### src/common/ipcfg_params.svh
// Offsets, field positions, reset values and sizes of the priority link.
`ifndef IPCFG_PARAMS_SVH
`define IPCFG_PARAMS_SVH

// ============================================================
// Device register select codes
`define IPCFG_ADDR_INTCTL 3'h0
`define IPCFG_ADDR_FLAG 3'h1
`define IPCFG_ADDR_ENABLE 3'h2
`define IPCFG_ADDR_PRI0 3'h4
`define IPCFG_ADDR_PRI2 3'h6
`define IPCFG_ADDR_PRI3 3'h7

// ============================================================
// Device field positions and reset values
`define IPCFG_NEST_DIS_BIT 15
`define IPCFG_LEVEL_LSB 8
`define IPCFG_TRAP_LSB 1
`define IPCFG_TRAP_MSB 4
`define IPCFG_PRIO_RESET 3'h4
`define IPCFG_PRIO_OFF 3'h0
`define IPCFG_NUM_SRC 10
`define IPCFG_NUM_TRAP 4
`define IPCFG_STACK_DEPTH 8
`define IPCFG_SRC_PER_REG 4

// ============================================================
// Core end register map, word addresses
`define IPCFG_HOST_CMD 3'h0
`define IPCFG_HOST_RESULT 3'h1
`define IPCFG_HOST_VECTOR 3'h2
`define IPCFG_HOST_CTRL 3'h3
`define IPCFG_HOST_EV_STATUS 3'h4
`define IPCFG_HOST_EV_CLEAR 3'h5
`define IPCFG_HOST_EV_ENABLE 3'h6

// ============================================================
// Core end fields
`define IPCFG_CMD_ADDR_LSB 16
`define IPCFG_CMD_READ_BIT 20
`define IPCFG_CTRL_AUTO_BIT 0
`define IPCFG_CTRL_RET_BIT 1
`define IPCFG_EV_TAKEN 0
`define IPCFG_EV_RDDONE 1
`define IPCFG_EV_TRAP 2
`define IPCFG_NUM_EV 3

`endif

### src/common/ipcfg_pkg.sv
// Types shared by both ends of the priority link.
`default_nettype none

package ipcfg_pkg;

    typedef logic [2:0] ipcfg_prio_type;
    typedef logic [3:0] ipcfg_src_type;

    typedef enum logic [2:0] {
        LS_IDLE = 3'h1,
        LS_ISSUE = 3'h2,
        LS_WAIT = 3'h4
    } ipcfg_link_state_type;

endpackage

`default_nettype wire

### src/common/ipcfg_link_if.sv
// Link between the priority controller and the processor core end.
`timescale 1ns/10ps
`default_nettype none

interface ipcfg_link_if
    import ipcfg_pkg::*;
();
    logic cfgWrite;
    logic cfgRead;
    logic [2:0] cfgAddr;
    logic [15:0] cfgWdata;
    logic [15:0] cfgRdata;
    logic cfgRvalid;
    logic irqReq;
    ipcfg_prio_type irqLevel;
    ipcfg_src_type irqSource;
    logic trapReq;
    logic irqAck;
    logic intReturn;

    modport dev (
        input cfgWrite, cfgRead, cfgAddr, cfgWdata, irqAck, intReturn,
        output cfgRdata, cfgRvalid, irqReq, irqLevel, irqSource, trapReq
    );

    modport core (
        output cfgWrite, cfgRead, cfgAddr, cfgWdata, irqAck, intReturn,
        input cfgRdata, cfgRvalid, irqReq, irqLevel, irqSource, trapReq
    );
endinterface

`default_nettype wire

### src/hdl/ipcfg_device.sv
// Interrupt priority controller: device end of the priority link.
//
// Register access over Avalon-MM and the address map were chosen for this implementation.
`timescale 1ns/10ps
`default_nettype none
`include "ipcfg_params.svh"

// Overview of operation
// - Three-bit field, seven is highest level
// - Field zero disables the source entirely
// - Reset sets every field to four
// - Unimplemented bits ignore writes, read zero
// - Bit fifteen set blocks interrupt nesting
// - Software clears flag before enabling source
// - Only enabled sources may request service
// - Flag stays set until software clears
// - Return restores previous processor priority unless an ack comes in the same cycle
// - Trap flags stay set until cleared
// - Register two: receive, event, fault, timer
// - Register three: converter and transmit only
// - Software may give all one level
module ipcfg_device
    import ipcfg_pkg::*;
(
    input wire logic clk,
    input wire logic rst,
    ipcfg_link_if.dev link,
    input wire logic [`IPCFG_NUM_SRC-1:0] srcEvent,
    input wire logic [`IPCFG_NUM_TRAP-1:0] trapEvent,
    output logic [2:0] cpuPriority
);

    // ============================================================
    // Field placement
    // Sources 0..3 sit in register 0, 4..7 in register 2 and
    // 8..9 in register 3, each at slot (index mod 4).
    function automatic logic [2:0] fieldAddr(input int idx);
        if (idx < `IPCFG_SRC_PER_REG) begin
            return `IPCFG_ADDR_PRI0;
        end else if (idx < 2 * `IPCFG_SRC_PER_REG) begin
            return `IPCFG_ADDR_PRI2;
        end else begin
            return `IPCFG_ADDR_PRI3;
        end
    endfunction

    // ============================================================
    // State
    ipcfg_prio_type [`IPCFG_NUM_SRC-1:0] prio_reg;
    ipcfg_prio_type [`IPCFG_NUM_SRC-1:0] prio_next;
    logic [`IPCFG_NUM_SRC-1:0] flag_reg;
    logic [`IPCFG_NUM_SRC-1:0] flag_next;
    logic [`IPCFG_NUM_SRC-1:0] enable_reg;
    logic [`IPCFG_NUM_SRC-1:0] enable_next;
    logic nestDis_reg;
    logic nestDis_next;
    logic [`IPCFG_NUM_TRAP-1:0] trapFlag_reg;
    logic [`IPCFG_NUM_TRAP-1:0] trapFlag_next;
    ipcfg_prio_type stack_reg [`IPCFG_STACK_DEPTH];
    ipcfg_prio_type stack_next [`IPCFG_STACK_DEPTH];
    logic [3:0] depth_reg;
    logic [3:0] depth_next;
    ipcfg_prio_type cpuLevel_reg;
    ipcfg_prio_type cpuLevel_next;
    logic irqReq_reg;
    logic irqReq_next;
    ipcfg_prio_type irqLevel_reg;
    ipcfg_prio_type irqLevel_next;
    ipcfg_src_type irqSource_reg;
    ipcfg_src_type irqSource_next;
    logic trapReq_reg;
    logic trapReq_next;
    logic [15:0] rdata_reg;
    logic [15:0] rdata_next;
    logic rvalid_reg;
    logic rvalid_next;

    logic bestValid;
    ipcfg_prio_type bestLevel;
    ipcfg_src_type bestSource;

    ipcfg_pick u_pick (
        .flags(flag_reg),
        .enables(enable_reg),
        .levels(prio_reg),
        .bestValid(bestValid),
        .bestLevel(bestLevel),
        .bestSource(bestSource)
    );

    // ============================================================
    // Next state
    always_comb begin
        logic wrCtl;
        logic wrFlag;
        logic wrEnable;
        logic ackNow;
        logic retNow;
        logic reqOk;
        logic [2:0] topIdx;
        wrCtl = link.cfgWrite && (link.cfgAddr == `IPCFG_ADDR_INTCTL);
        wrFlag = link.cfgWrite && (link.cfgAddr == `IPCFG_ADDR_FLAG);
        wrEnable = link.cfgWrite && (link.cfgAddr == `IPCFG_ADDR_ENABLE);
        ackNow = link.irqAck && irqReq_reg;
        retNow = link.intReturn && (depth_reg != 4'h0);
        topIdx = 3'(depth_reg - 4'h1);

        prio_next = prio_reg;
        // Only the three field bits of each slot are stored, so the
        // spare bits of a written word simply vanish.
        for (int i = 0; i < `IPCFG_NUM_SRC; i++) begin
            if (link.cfgWrite && (link.cfgAddr == fieldAddr(i))) begin
                prio_next[i] =
                    link.cfgWdata[4 * (i % `IPCFG_SRC_PER_REG) +: 3];
            end
        end

        // A peripheral event in the same cycle as a clear wins.
        flag_next = (wrFlag ? link.cfgWdata[`IPCFG_NUM_SRC-1:0] : flag_reg)
            | srcEvent;
        enable_next = wrEnable ? link.cfgWdata[`IPCFG_NUM_SRC-1:0]
            : enable_reg;
        nestDis_next = wrCtl ? link.cfgWdata[`IPCFG_NEST_DIS_BIT]
            : nestDis_reg;
        // Software can only clear a trap flag, never raise one.
        trapFlag_next = (wrCtl ? (trapFlag_reg &
            link.cfgWdata[`IPCFG_TRAP_MSB:`IPCFG_TRAP_LSB]) : trapFlag_reg)
            | trapEvent;
        trapReq_next = |trapFlag_next;

        stack_next = stack_reg;
        depth_next = depth_reg;
        cpuLevel_next = cpuLevel_reg;
        if (ackNow) begin
            stack_next[depth_reg[2:0]] = cpuLevel_reg;
            depth_next = depth_reg + 4'h1;
            cpuLevel_next = irqLevel_reg;
        end else if (retNow) begin
            depth_next = depth_reg - 4'h1;
            cpuLevel_next = stack_reg[topIdx];
        end

        // With nesting off nothing is offered while a routine runs.
        reqOk = bestValid && (bestLevel > cpuLevel_reg) &&
            !(nestDis_reg && (depth_reg != 4'h0));
        // The accepted request drops at once so the core end never
        // takes the same vector twice.
        irqReq_next = reqOk && !ackNow;
        irqLevel_next = irqLevel_reg;
        irqSource_next = irqSource_reg;
        if (reqOk) begin
            irqLevel_next = bestLevel;
            irqSource_next = bestSource;
        end

        rvalid_next = link.cfgRead;
        rdata_next = rdata_reg;
        if (link.cfgRead) begin
            rdata_next = 16'h0000;
            unique case (link.cfgAddr)
                `IPCFG_ADDR_INTCTL: begin
                    rdata_next[`IPCFG_NEST_DIS_BIT] = nestDis_reg;
                    rdata_next[`IPCFG_LEVEL_LSB +: 3] = cpuLevel_reg;
                    rdata_next[`IPCFG_TRAP_MSB:`IPCFG_TRAP_LSB] =
                        trapFlag_reg;
                end
                `IPCFG_ADDR_FLAG: begin
                    rdata_next[`IPCFG_NUM_SRC-1:0] = flag_reg;
                end
                `IPCFG_ADDR_ENABLE: begin
                    rdata_next[`IPCFG_NUM_SRC-1:0] = enable_reg;
                end
                default: begin
                    for (int i = 0; i < `IPCFG_NUM_SRC; i++) begin
                        if (link.cfgAddr == fieldAddr(i)) begin
                            rdata_next[4 * (i % `IPCFG_SRC_PER_REG) +: 3] =
                                prio_reg[i];
                        end
                    end
                end
            endcase
        end
    end

    // ============================================================
    // Registers
    always_ff @(posedge clk or posedge rst) begin
        if (rst) begin
            for (int i = 0; i < `IPCFG_NUM_SRC; i++) begin
                prio_reg[i] <= `IPCFG_PRIO_RESET;
            end
            flag_reg <= '0;
            enable_reg <= '0;
            nestDis_reg <= 1'b0;
            trapFlag_reg <= '0;
            for (int i = 0; i < `IPCFG_STACK_DEPTH; i++) begin
                stack_reg[i] <= `IPCFG_PRIO_OFF;
            end
            depth_reg <= 4'h0;
            cpuLevel_reg <= `IPCFG_PRIO_OFF;
            irqReq_reg <= 1'b0;
            irqLevel_reg <= `IPCFG_PRIO_OFF;
            irqSource_reg <= 4'h0;
            trapReq_reg <= 1'b0;
            rdata_reg <= 16'h0000;
            rvalid_reg <= 1'b0;
        end else begin
            prio_reg <= prio_next;
            flag_reg <= flag_next;
            enable_reg <= enable_next;
            nestDis_reg <= nestDis_next;
            trapFlag_reg <= trapFlag_next;
            stack_reg <= stack_next;
            depth_reg <= depth_next;
            cpuLevel_reg <= cpuLevel_next;
            irqReq_reg <= irqReq_next;
            irqLevel_reg <= irqLevel_next;
            irqSource_reg <= irqSource_next;
            trapReq_reg <= trapReq_next;
            rdata_reg <= rdata_next;
            rvalid_reg <= rvalid_next;
        end
    end

    // ============================================================
    // Outputs
    assign link.irqReq = irqReq_reg;
    assign link.irqLevel = irqLevel_reg;
    assign link.irqSource = irqSource_reg;
    assign link.trapReq = trapReq_reg;
    assign link.cfgRdata = rdata_reg;
    assign link.cfgRvalid = rvalid_reg;
    assign cpuPriority = cpuLevel_reg;

endmodule

`default_nettype wire

### src/hdl/ipcfg_pick.sv
// Selects the pending, enabled source of highest priority.
`timescale 1ns/10ps
`default_nettype none
`include "ipcfg_params.svh"

module ipcfg_pick
    import ipcfg_pkg::*;
(
    input wire logic [`IPCFG_NUM_SRC-1:0] flags,
    input wire logic [`IPCFG_NUM_SRC-1:0] enables,
    input wire ipcfg_prio_type [`IPCFG_NUM_SRC-1:0] levels,
    output logic bestValid,
    output ipcfg_prio_type bestLevel,
    output ipcfg_src_type bestSource
);

    logic [`IPCFG_NUM_SRC-1:0] eligible;

    genvar g;
    generate
        for (g = 0; g < `IPCFG_NUM_SRC; g++) begin : gen_elig
            // A zero field silences the source whatever its flag says.
            assign eligible[g] = flags[g] && enables[g] &&
                (levels[g] != `IPCFG_PRIO_OFF);
        end
    endgenerate

    // Strict comparison lets the lowest index win a tie.
    always_comb begin
        bestValid = 1'b0;
        bestLevel = `IPCFG_PRIO_OFF;
        bestSource = 4'h0;
        for (int i = 0; i < `IPCFG_NUM_SRC; i++) begin
            if (eligible[i] && (levels[i] > bestLevel)) begin
                bestValid = 1'b1;
                bestLevel = levels[i];
                bestSource = ipcfg_src_type'(i);
            end
        end
    end

endmodule

`default_nettype wire

### src/flat_wrapper.sv
// flat-port wrapper written by rule: the top's interface ports become plain ports
module ipcfg_device_flat import ipcfg_pkg::*;
  (clk, rst, srcEvent, trapEvent, cpuPriority, link_cfgWrite, link_cfgRead, link_cfgAddr, link_cfgWdata, link_irqAck, link_intReturn, link_cfgRdata, link_cfgRvalid, link_irqReq, link_irqLevel, link_irqSource, link_trapReq);
  ipcfg_link_if link_i ();
  input wire logic clk;
  input wire logic rst;
  input wire logic [`IPCFG_NUM_SRC-1:0] srcEvent;
  input wire logic [`IPCFG_NUM_TRAP-1:0] trapEvent;
  output logic [2:0] cpuPriority;
  input wire logic [$bits(link_i.cfgWrite)-1:0] link_cfgWrite;
  input wire logic [$bits(link_i.cfgRead)-1:0] link_cfgRead;
  input wire logic [$bits(link_i.cfgAddr)-1:0] link_cfgAddr;
  input wire logic [$bits(link_i.cfgWdata)-1:0] link_cfgWdata;
  input wire logic [$bits(link_i.irqAck)-1:0] link_irqAck;
  input wire logic [$bits(link_i.intReturn)-1:0] link_intReturn;
  output wire logic [$bits(link_i.cfgRdata)-1:0] link_cfgRdata;
  output wire logic [$bits(link_i.cfgRvalid)-1:0] link_cfgRvalid;
  output wire logic [$bits(link_i.irqReq)-1:0] link_irqReq;
  output wire logic [$bits(link_i.irqLevel)-1:0] link_irqLevel;
  output wire logic [$bits(link_i.irqSource)-1:0] link_irqSource;
  output wire logic [$bits(link_i.trapReq)-1:0] link_trapReq;
  assign link_i.cfgWrite = link_cfgWrite;
  assign link_i.cfgRead = link_cfgRead;
  assign link_i.cfgAddr = link_cfgAddr;
  assign link_i.cfgWdata = link_cfgWdata;
  assign link_i.irqAck = link_irqAck;
  assign link_i.intReturn = link_intReturn;
  assign link_cfgRdata = link_i.cfgRdata;
  assign link_cfgRvalid = link_i.cfgRvalid;
  assign link_irqReq = link_i.irqReq;
  assign link_irqLevel = link_i.irqLevel;
  assign link_irqSource = link_i.irqSource;
  assign link_trapReq = link_i.trapReq;
  ipcfg_device u_core (.clk(clk), .rst(rst), .link(link_i), .srcEvent(srcEvent), .trapEvent(trapEvent), .cpuPriority(cpuPriority));
endmodule
### config.mk
export PLATFORM = sky130hd
export DESIGN_NAME = ipcfg_device_flat
export DESIGN_NICKNAME = d
export VERILOG_FILES = /design/src/common/ipcfg_pkg.sv /design/src/common/ipcfg_link_if.sv /design/src/hdl/ipcfg_device.sv /design/src/hdl/ipcfg_pick.sv /design/src/flat_wrapper.sv
export VERILOG_INCLUDE_DIRS = /design/src /design/src/common
export SDC_FILE = /design/constraint.sdc
export NUM_CORES = 1
export LEC_CHECK = 0
export BUFFER_PORTS_ARGS = -buffer_cell sky130_fd_sc_hd__buf_4
export CAP_MARGIN = 20
export CORE_MARGIN = 1
export CORE_UTILIZATION = 30
export CTS_CLUSTER_DIAMETER = 100
export DETAILED_ROUTE_END_ITERATION = 6
export GPL_ROUTABILITY_DRIVEN = 0
export SLEW_MARGIN = 20
export SYNTH_ARGS = -nofsm -noshare
export SYNTH_HDL_FRONTEND = slang
export SYNTH_SLANG_ARGS = --single-unit
### constraint.sdc
create_clock -name clk -period 17.2 [get_ports clk]
set_input_delay 2.58 -clock clk [delete_from_list [all_inputs] [get_ports clk]]
set_output_delay 2.58 -clock clk [all_outputs]
set_load 0.01 [all_outputs]
==> reports/summary.txt, run 1 <==
Iteration-0 DRC Markers: 275
CTS tree: done
Clk_lat worst skew: 360 ps
CP max stage delay: 560 ps
Critical Path AT: 14,820 ps
Internal power: 755.5 uW
RSZ-0062 raised after global routing: false
Worst slew pin tran: 759.5 ps
CP Class: flop to flop
Antenna viol nets, final: 0
Post-route setup slack: 2623 ps
# H-tree levels: 3
# DRC: 0
Peak supply drop: 0.00006004 V
Clk buf depth: 2
M2 GR Usage: 28.64%
Period minus WS final: 14,580 ps
Clock Skew: 13.38 ps
Worst-path clk slew: 80 ps
Sequential area share after synthesis: 43.52%
Worst Reg-to-Reg Cells: 69
Global route overflow: 0
Sw frac: 39.82%
WP depth: 69
Critical Path RT: 17,440 ps
Vias/cell: 5.197
Rows: 53
M1 GR Usage: 22.41%
Worst Setup End Kind: flop
Met3 usage: 3.804%
Nets: 756
#FFs+latches synth: 111
Hold Path Depth: 1
Worst Setup Start Kind: flop
Compound-cell area share of the yosys netlist: 16.59%
Critical R2R Launch: u_core.prio_reg[2]
# IOs: 68
Final hold vios: 0
Die area: 0.02196 mm2
Most Crowded Layer GR: met2
Hold buffer count at CTS: 0
Outcome: complete, no violations
CTS Buf Count: 9
Synth Instances: 647
First-pass GRT wire length: 28.39 mm
# diodes: 0
DR vias: 5,088
Core area: 0.02096 mm2
Top_reg_cell synth: dfrtp_1
Setup tns final: 0 ps
Post-Synth Adder-Cell Area: 3.513%
Synth Area in XOR/XNOR: 0.5464%
Chip height: 148.2 um
Root buffer cell: clkbuf_16
Reg power frac: 32.9%
Cell area after synthesis: 0.006411 mm2
Hold Startpoint: u_core.depth_reg[3]
Largest net degree at the start of global routing: 57
Max-slew violations: 0
Clock Power Share: 20.2%
Pre-CTS setup slack: 2649 ps
Largest family of logic cells by synthesized area: compound AO/OA/AOI/OAI gates
Setup bufs post-CTS: 0
Vias in the first global route: 5,043
Post-synth EDFFs: 0
Max-cap violation count: 0
Yosys warnings: 0
Hold Path Class: flop to flop
Synthesized Nets: 704
Post_cts resized: 0
Total Routing Usage GR: 16.94%
Proportion of layout cells with a drive suffix above 1: 25.28%
Net Sw Power: 499.8 uW
PwrDens: 167.0 mW/mm2
Fmax: 68.60 MHz
Simple-Gate Fraction of Synth Area: 16.20%
Routed len/inst: 18.39 um
# clock sinks: 111
Initial antenna violation count: 0
CP max-delay cell: o21ai_0
DR pass1 iterations: 5
Mean post-synth cell area: 9.909 um2
IO Port Bufs: 65
Post-synthesis async set-or-reset flop share: 100.0%
Rel. slew slack: 48.65%
Initial Util: 30.59%
Min-Delay Endpoint: u_core.depth_reg[3]
Critical path's most frequent cell: nor2_1
R2R Setup Slk: 2620 ps
Max reg flops: 30
Combinational power share: 46.8%
Final Cycle Share: 84.75%
Leak: 3.288 nW
Reg2reg end: u_core.link.irqLevel[2]
Post-DP HPWL: 13.27 mm
Cell family with most CP delay: compound AO/OA/AOI/OAI gates
Synthesis-to-layout area growth: 17.23%
WP buf/inv: 2
Worst-path fanout max: 9
Fraction of synthesized area in multiplexers: 15.71%
Drt total wl: 18.01 mm
DIE WIDTH: 148.2 um
Final setup fails: 0
Post-synth cell types: 77
[through the flow]
stage / util (%) / hold slack [ps] / total power, mW / instance area [um2] / cells
3_5_place_dp: 34.15 / 458.2 / 1.005 / 7156 / 963
2_1_floorplan: - / 438.9 / 0.8467 / 6411 / 647
3_3_place_gp: 34.15 / 456.5 / 0.9926 / 7156 / 963
6_report: 35.87 / 462.8 / 1.255 / 7516 / 979
4_1_cts: 35.87 / 473.1 / 1.263 / 7516 / 979
5_1_grt: 35.87 / 514.1 / 1.350 / 7516 / 979
[layer usage]
metal	part of all wire, %	up-vias	routed length [um]
li1	-	2432	-
met1	46	2524	8229
met2	49	124	8813
met3	4.7	8	854
met4	0.61	0	109
met5	0	-	0
[cells by family (layout without fill, tap and decap cells)]
group                      after synthesis  count (layout)
and+or+nand+nor                        210             210
AOI/OAI and AO/OA                      154             154
DFF                                    111             111
muxes                                   84              84
buffers and inverters                   65             122
adders and majority gates               18              18
xor gates and xnor gates                 4               4
other                                    1               1
[worst reg2reg max path: cells and delay by family (launching register included)]
kind                       cells  cell delay (ps)
AOI/OAI and AO/OA             33             6900
adders and majority gates     10             2730
buffers and inverters          2              140
DFF                            1              540
muxes                          3             1140
and+or+nand+nor               21             2950
[how the worst max path moves through the flow]
stage	start	to	slack, ps
floorplan	u_core.prio_reg[2]	u_core.link.irqLevel[1]	4320
global placement	u_core.prio_reg[2]	u_core.link.irqLevel[2]	2800
detailed placement	u_core.prio_reg[2]	u_core.link.irqLevel[2]	2650
CTS	u_core.prio_reg[2]	u_core.link.irqLevel[2]	2640
global route	u_core.prio_reg[2]	u_core.link.irqSource[0]	1200
finish	u_core.prio_reg[2]	u_core.link.irqLevel[2]	2620
[power by group through the flow]
stage | combinational [mW] | sequential, mW | clock [mW]
2_1_floorplan | 0.463 | 0.384 | 0
5_1_grt | 0.655 | 0.425 | 0.270
3_5_place_dp | 0.586 | 0.419 | 0
3_3_place_gp | 0.576 | 0.417 | 0
6_report | 0.588 | 0.414 | 0.254
4_1_cts | 0.588 | 0.414 | 0.261
[cell usage in the layout, fill, tap and decap left out, types with 3 or more instances in the layout]
cell type	instances
dfrtp_1	101
nand2_1	75
buf_4	66
mux2_2	61
nor2_1	51
o21ai_0	42
inv_1	39
a21oi_1	24
ha_1	18
mux2i_1	14
nand3b_1	11
nor2b_1	11
and3_1	10
dfstp_2	10
and2_1	9
nand3_1	9
o221ai_1	9
clkbuf_16	9
nor3_1	8
a22oi_1	7
o22ai_1	7
nand2b_1	6
a31oi_1	6
mux4_2	6
o211ai_1	6
a211o_1	5
o21ai_1	5
o22a_1	4
a22o_1	4
o21a_1	3
nand4_1	3
mux2_4	3
bufinv_16	3
[synth_stat cells (3+ instances only)]
cell type,count,share of area [%]
o21ai_1,5,0.39
o211ai_1,6,0.70
nand2_1,75,4.4
and3_1,10,0.98
and2_1,9,0.88
a31oi_1,6,0.59
mux2i_1,14,2.2
mux2_2,61,11
o221ai_1,9,1.2
buf_1,4,0.23
a22o_1,4,0.55
mux2_4,3,0.70
clkbuf_1,20,1.2
o22ai_1,7,0.68
nand4_1,3,0.29
dfstp_2,10,4.1
a21oi_1,24,1.9
a22oi_1,7,0.82
o21ai_0,42,3.3
nand2b_1,6,0.59
mux4_2,6,2.1
nor3_1,8,0.62
nor2b_1,11,1.1
o21a_1,3,0.35
nor2_1,51,3.0
ha_1,18,3.5
inv_1,40,2.3
nand3b_1,11,1.3
a211o_1,5,0.68
nand3_1,9,0.70
o22a_1,4,0.55
dfrtp_1,101,39
[layout make-up]
cell class / instances / area, um2
sequential: 111 / 2790
clock inverter: 7 / 135.1
multi-input combinational: 471 / 3373
timing repair buffer: 66 / 495.5
fill: 2189 / 13440
tap: 275 / 344.1
clock buffer: 9 / 225.2
inverter: 40 / 152.6
Note: power is estimated with default switching activity, not from simulation.
==> inputs of run 2 (changes only) <==
--- a/config.mk
+++ b/config.mk
@@ -6,6 +6,7 @@
 export SDC_FILE = /design/constraint.sdc
 export NUM_CORES = 1
 export LEC_CHECK = 0
+export ABC_AREA = 1
 export BUFFER_PORTS_ARGS = -buffer_cell sky130_fd_sc_hd__buf_4
 export CAP_MARGIN = 20
 export CORE_MARGIN = 1
==> constraint.sdc (replaced) <==
create_clock -name clk -period 12.6 [get_ports clk]
set_input_delay 1.89 -clock clk [delete_from_list [all_inputs] [get_ports clk]]
set_output_delay 1.89 -clock clk [all_outputs]
set_load 0.01 [all_outputs]
==> run 2 against run 1 <==
Effect of this change: critical path depth unchanged; core utilization increased by 0.38 points; sequential power increased by 26%; global-route usage increased by 0.50 points; worst hold slack improved by 15 ps; clock skew decreased by 1.6 ps; design area decreased by 1.8%; critical path type unchanged; largest power group unchanged.
==> reports/summary.txt, run 2 <==
Synthesized Nets: 851
Root buffer cell: clkbuf_16
Initial Util: 30.87%
PwrDens: 221.8 mW/mm2
Largest net degree at the start of global routing: 62
Commonest non-fill, non-tap cell in the layout: nand2_1
Reg power frac: 31.9%
Iteration-0 DRC Markers: 332
Peak supply drop: 0.00007918 V
Worst-path fanout max: 8
Placed Cells incl. Taps: 1,116
Critical Path RT: 12,900 ps
Synthesis-to-layout area growth: 17.39%
Fill cells: 2,199
Period minus WS final: 11,200 ps
Internal power: 907.1 uW
Vias/cell: 4.935
Sw frac: 44.60%
Synth Instances: 794
Post-synth cell types: 46
DR vias: 5,581
CP max stage delay: 560 ps
Post-DP HPWL: 13.51 mm
#FFs+latches synth: 111
Mean post-synth cell area: 7.918 um2
Setup tns final: 0 ps
Global route overflow: 0
Max-cap violation count: 0
Drt total wl: 17.75 mm
Top_reg_cell synth: dfrtp_1
Setup bufs post-CTS: 0
Clk buf depth: 2
Hold buffer count at CTS: 0
# DRC: 0
Initial antenna violation count: 0
Total Routing Usage GR: 17.44%
Sequential area share after synthesis: 44.38%
Count leader, synth: nand2_1
Proportion of layout cells with a drive suffix above 1: 18.00%
Most frequent cells in the layout: nand2_1 (205), o21ai_0 (117), dfrtp_1 (101), inv_1 (89), buf_4 (67)
Max reg flops: 30
Clock Power Share: 18.0%
DIE WIDTH: 146.8 um
CTS Buf Count: 9
Worst slew pin tran: 1075 ps
Antenna viol nets, final: 0
Routed len/inst: 15.69 um
Worst Setup End Kind: flop
Post-route setup slack: 1403 ps
Final setup fails: 0
Clk_lat worst skew: 360 ps
Reg2reg end: u_core.link.irqSource[1]
Simple-Gate Fraction of Synth Area: 27.84%
Worst Reg-to-Reg Cells: 69
Min-Delay Endpoint: u_core.link.irqSource[0]
IO Port Bufs: 65
# diodes: 0
Rel. slew slack: 26.51%
Area leader, netlist: dfrtp_1
Fmax: 89.31 MHz
Rows: 52
Fin cells: 1,131
Final Cycle Share: 88.87%
CP Class: flop to flop
Synth top area cells: dfrtp_1 (40%), nand2_1 (12%), o21ai_0 (9.6%), inv_1 (5.4%), dfstp_2 (4.2%)
First-pass GRT wire length: 29.39 mm
Cell area after synthesis: 0.006287 mm2
Chip height: 146.8 um
Outcome: complete, no violations
Final hold vios: 0
Nets: 914
Worst-path clk slew: 70 ps
Core area: 0.02036 mm2
Yosys warnings: 0
Combinational power share: 50.1%
Hold Startpoint: u_core.link.irqSource[0]
Net Sw Power: 730.3 uW
WP buf/inv: 4
# clock sinks: 111
R2R Setup Slk: 1400 ps
Leak: 3.575 nW
Synth Area in XOR/XNOR: 0.4179%
Clock Skew: 11.75 ps
RSZ-0062 raised after global routing: false
Critical path's most frequent cell: o21ai_0
# H-tree levels: 3
Hold Path Depth: 2
Fraction of synthesized area in multiplexers: 0%
Critical Path AT: 11,490 ps
Largest family of logic cells by synthesized area: simple AND/OR/NAND/NOR gates
Max-slew violations: 0
Hold Path Class: flop to flop
Overall power: 1.637 mW
Worst Setup Start Kind: flop
Synth top cells by count: nand2_1 (205), o21ai_0 (121), dfrtp_1 (101)
Critical R2R Launch: u_core.prio_reg[2]
Compound-cell area share of the yosys netlist: 16.74%
CTS tree: done
Post-Synth Adder-Cell Area: 3.582%
# IOs: 68
Post-synth EDFFs: 0
DR pass1 iterations: 5
Vias in the first global route: 5,409
Cell family with most CP delay: simple AND/OR/NAND/NOR gates
CP max-delay cell: dfstp_2
Post-synth top area share: 40.20%
Pre-CTS setup slack: 694.3 ps
Post-synthesis async set-or-reset flop share: 100.0%
Die area: 0.02154 mm2
==> run 2: layout make-up <==
| class | instances | area (um2) | area share, % |
|---|---|---|---|
| Clock buffer | 9 | 225.2 | 3.051 |
| Clock inverter | 6 | 67.56 | 0.9154 |
| Inverter | 99 | 381.6 | 5.170 |
| Multi-Input combinational cell | 569 | 3075 | 41.67 |
| Sequential cell | 111 | 2790 | 37.80 |
| Tap cell | 270 | 337.8 | 4.577 |
| Timing Repair Buffer | 67 | 503.0 | 6.815 |
==> run 2: how the worst max path moves through the flow <==
stage / startpoint / end / slack, ps / cells past startpoint
after detailed placement: u_core.prio_reg[2] / u_core.link.irqSource[1] / 690 / 70
after CTS: u_core.prio_reg[2] / u_core.link.irqSource[1] / 680 / 70
after global routing: u_core.prio_reg[2] / u_core.link.irqSource[1] / 2 / 69
after floorplan: u_core.prio_reg[2] / u_core.link.irqSource[1] / 2070 / 70
final: u_core.prio_reg[2] / u_core.link.irqSource[1] / 1400 / 69
after global placement: u_core.prio_reg[2] / u_core.link.irqSource[1] / 820 / 70
==> run 2: what timing repair did <==
item	4_1_cts	5_1_grt
hold endpoints to repair	0	0
endpoints found under the setup margin	0	8
gates resized for setup	0	6
==> run 2: cells by family (layout without fill, tap and decap cells) <==
logic type / after synthesis / after routing
AOI/OAI and AO/OA: 185 / 185
xor gates and xnor gates: 3 / 3
adders and majority gates: 18 / 18
buffers and inverters: 114 / 181
DFF: 111 / 111
other: 1 / 1
and+or+nand+nor: 362 / 362
==> run 2: power groups by stage <==
stage | logic [mW] | registers, mW | clock network, mW
detailed placement | 0.796 | 0.528 | 0
finish | 0.820 | 0.523 | 0.295
CTS | 0.799 | 0.523 | 0.302
global placement | 0.784 | 0.528 | 0
floorplan | 0.610 | 0.509 | 0
global route | 0.940 | 0.536 | 0.316
==> run 2: layer usage <==
metal  track usage [%]  vias to the layer above  share of wire, %
met4             6.406                        0               3.1
met2             25.85                      158                43
met1             24.85                     2626                49
met3             3.665                       29               5.4
met5                 0                        -                 0
li1                  -                     2768                 -
==> run 2: per-stage QoR <==
step | hold WS, ps | instance area, um2 | util, %
floorplan | 447.8 | 6287 | -
global placement | 459.5 | 7071 | 34.72
detailed placement | 464.2 | 7071 | 34.72
CTS | 482.2 | 7363 | 36.16
global route | 511.2 | 7381 | 36.24
finish | 477.7 | 7381 | 36.24
==> run 2: worst reg2reg max path, delay by kind of cell (launching register included) <==
kind | cells | cell delay (ps)
compound gates | 17 | 3420
fa+ha+maj | 10 | 2860
buf+inv | 4 | 270
flops | 1 | 560
simple gates | 38 | 4000
==> inputs of run 3 (changes only) <==
--- a/config.mk
+++ b/config.mk
@@ -14,6 +14,7 @@
 export CTS_CLUSTER_DIAMETER = 100
 export DETAILED_ROUTE_END_ITERATION = 6
 export GPL_ROUTABILITY_DRIVEN = 0
+export PLACE_DENSITY = 0.57
 export SLEW_MARGIN = 20
 export SYNTH_ARGS = -nofsm -noshare
 export SYNTH_HDL_FRONTEND = slang
==> run 3 against run 2 <==
Effect of this change: non-clock buffer count up 2; sequential power about the same; clock-buffer cell count up 1; design area down 0.10%; register-to-register slack worse by 120 ps.
==> reports/summary.txt, run 3 (synthesis gave the netlist of run 2 again) <==
Root buffer cell: clkbuf_16
Peak supply drop: 0.00009099 V
DR vias: 5,527
Uppermost layer routed: met4
DIE WIDTH: 146.8 um
Worst slew pin tran: 1145 ps
Largest net degree at the start of global routing: 60
Final hold vios: 0
WL met2: 7.899 mm
First-pass GRT wire length: 29.06 mm
CP max stage delay: 560 ps
Clock Power Share: 17.4%
CP Class: flop to flop
Max reg flops: 30
IO Port Bufs: 65
Worst Setup Start Kind: flop
Iteration-0 DRC Markers: 405
Initial Util: 30.87%
Met3 wire len: 951 um
# clock sinks: 111
Critical Path AT: 11,580 ps
R2R Setup Slk: 1290 ps
Fmax: 88.39 MHz
Worst Reg-to-Reg Cells: 71
Net Sw Power: 742.9 uW
Metal-1 WL: 9.001 mm
Setup tns final: 0 ps
Crit path launch: u_core.prio_reg[2]
Total Routing Usage GR: 17.55%
Core area: 0.02036 mm2
Clk buf depth: 2
Initial antenna violation count: 0
CTS tree: done
Worst Setup End Kind: flop
Internal power: 893.2 uW
Max-cap violation count: 0
Vias in the first global route: 5,263
# H-tree levels: 3
PwrDens: 221.9 mW/mm2
Post-DP HPWL: 13.77 mm
Critical Path RT: 12,860 ps
Max-slew violations: 0
DR pass1 iterations: 7
Most frequent cells in the layout: nand2_1 (204), o21ai_0 (117), dfrtp_1 (101), inv_1 (89), buf_4 (69)
Outcome: complete, no violations
Nets: 916
CTS Buf Count: 9
Fin cells: 1,134
# IOs: 68
Drt total wl: 18.10 mm
Combinational power share: 50.8%
Final Cycle Share: 89.79%
Vias/cell: 4.874
Hold Path Depth: 2
Clk_lat worst skew: 370 ps
Clock Skew: 8.492 ps
CP max-delay cell: dfstp_2
Worst-path fanout max: 8
Placed Cells incl. Taps: 1,117
Antenna viol nets, final: 0
Post-route setup slack: 1286 ps
Critical R2R Launch: u_core.prio_reg[2]
Proportion of layout cells with a drive suffix above 1: 18.29%
Worst-path clk slew: 80 ps
Chip height: 146.8 um
Rel. slew slack: 21.70%
# diodes: 0
Critical path's most frequent cell: o21ai_0
Min-Delay Endpoint: u_core.link.irqSource[2]
Reg power frac: 31.8%
Hold Path Class: flop to flop
Hold Startpoint: u_core.link.irqSource[2]
Leak: 3.581 nW
RSZ-0062 raised after global routing: false
Period minus WS final: 11,310 ps
Final setup fails: 0
Reg2reg end: u_core.link.irqLevel[0]
Sw frac: 45.41%
Rows: 52
Placed instance area: 0.007078 mm2
Pre-CTS setup slack: 544.1 ps
Commonest non-fill, non-tap cell in the layout: nand2_1
Global route overflow: 0
Routed len/inst: 15.96 um
# DRC: 0
Die area: 0.02154 mm2
Synthesis-to-layout area growth: 17.27%
Final Cell Area: 0.007373 mm2
-- run 3: changes by cell type in the layout (fill, tap and decap cells not counted), sizes merged --
cell / previous run / this run
buf: 67 / 69
bufinv: 1 / 0
clkbuf: 9 / 10
clkinvlp: 2 / 1
inv: 97 / 99
-- run 3: how the worst max path moves through the flow --
stage	to	slack, ps	depth (start not counted)
after global placement	u_core.link.irqSource[1]	740	70
after detailed placement	u_core.link.irqSource[1]	540	70
after floorplan	u_core.link.irqSource[1]	2070	70
final	u_core.link.irqLevel[0]	1290	71
after global routing	u_core.link.irqSource[1]	9	71
after CTS	u_core.link.irqSource[1]	460	70
-- run 3: per-layer routing --
layer,track usage [%],vias to the layer above
li1,-,2770
met1,25.53,2612
met2,26.75,127
met3,3.043,18
met4,4.583,0
met5,0,-
-- run 3: critical path: cells and delay by family (launching register included) --
kind	cells	cell delay, ps
and+or+nand+nor	39	3950
adders and majority gates	10	2860
AOI/OAI and AO/OA	18	3460
buffers and inverters	4	360
DFF	1	560
-- run 3: through the flow --
stage,utilization (%),hold slack [ps],power [mW]
after floorplan,-,447.8,1.119
after global placement,34.76,461.0,1.319
after detailed placement,34.76,463.0,1.333
after CTS,36.13,480.4,1.626
after global routing,36.21,508.7,1.786
final,36.21,473.2,1.636
-- run 3: power by group through the flow --
stage,clock network (mW),registers (mW),logic [mW]
floorplan,0,0.509,0.610
global placement,0,0.527,0.791
detailed placement,0,0.527,0.806
CTS,0.294,0.521,0.810
global route,0.305,0.535,0.946
finish,0.284,0.521,0.831
-- run 3: repair_timing --
item,4_1_cts,5_1_grt
hold buffers,0,0
resized for setup,0,6
setup endpoints to repair,0,8
buffers inserted,0,1
-- run 3: area by class of cell --
class / count / area (um2)
Clock inverter: 6 / 50.05
Multi-Input combinational cell: 569 / 3067
Sequential cell: 111 / 2790
Tap cell: 270 / 337.8
Clock buffer: 10 / 229.0
Inverter: 99 / 381.6
Timing Repair Buffer: 69 / 518.0
Fill cell: 2142 / 12990
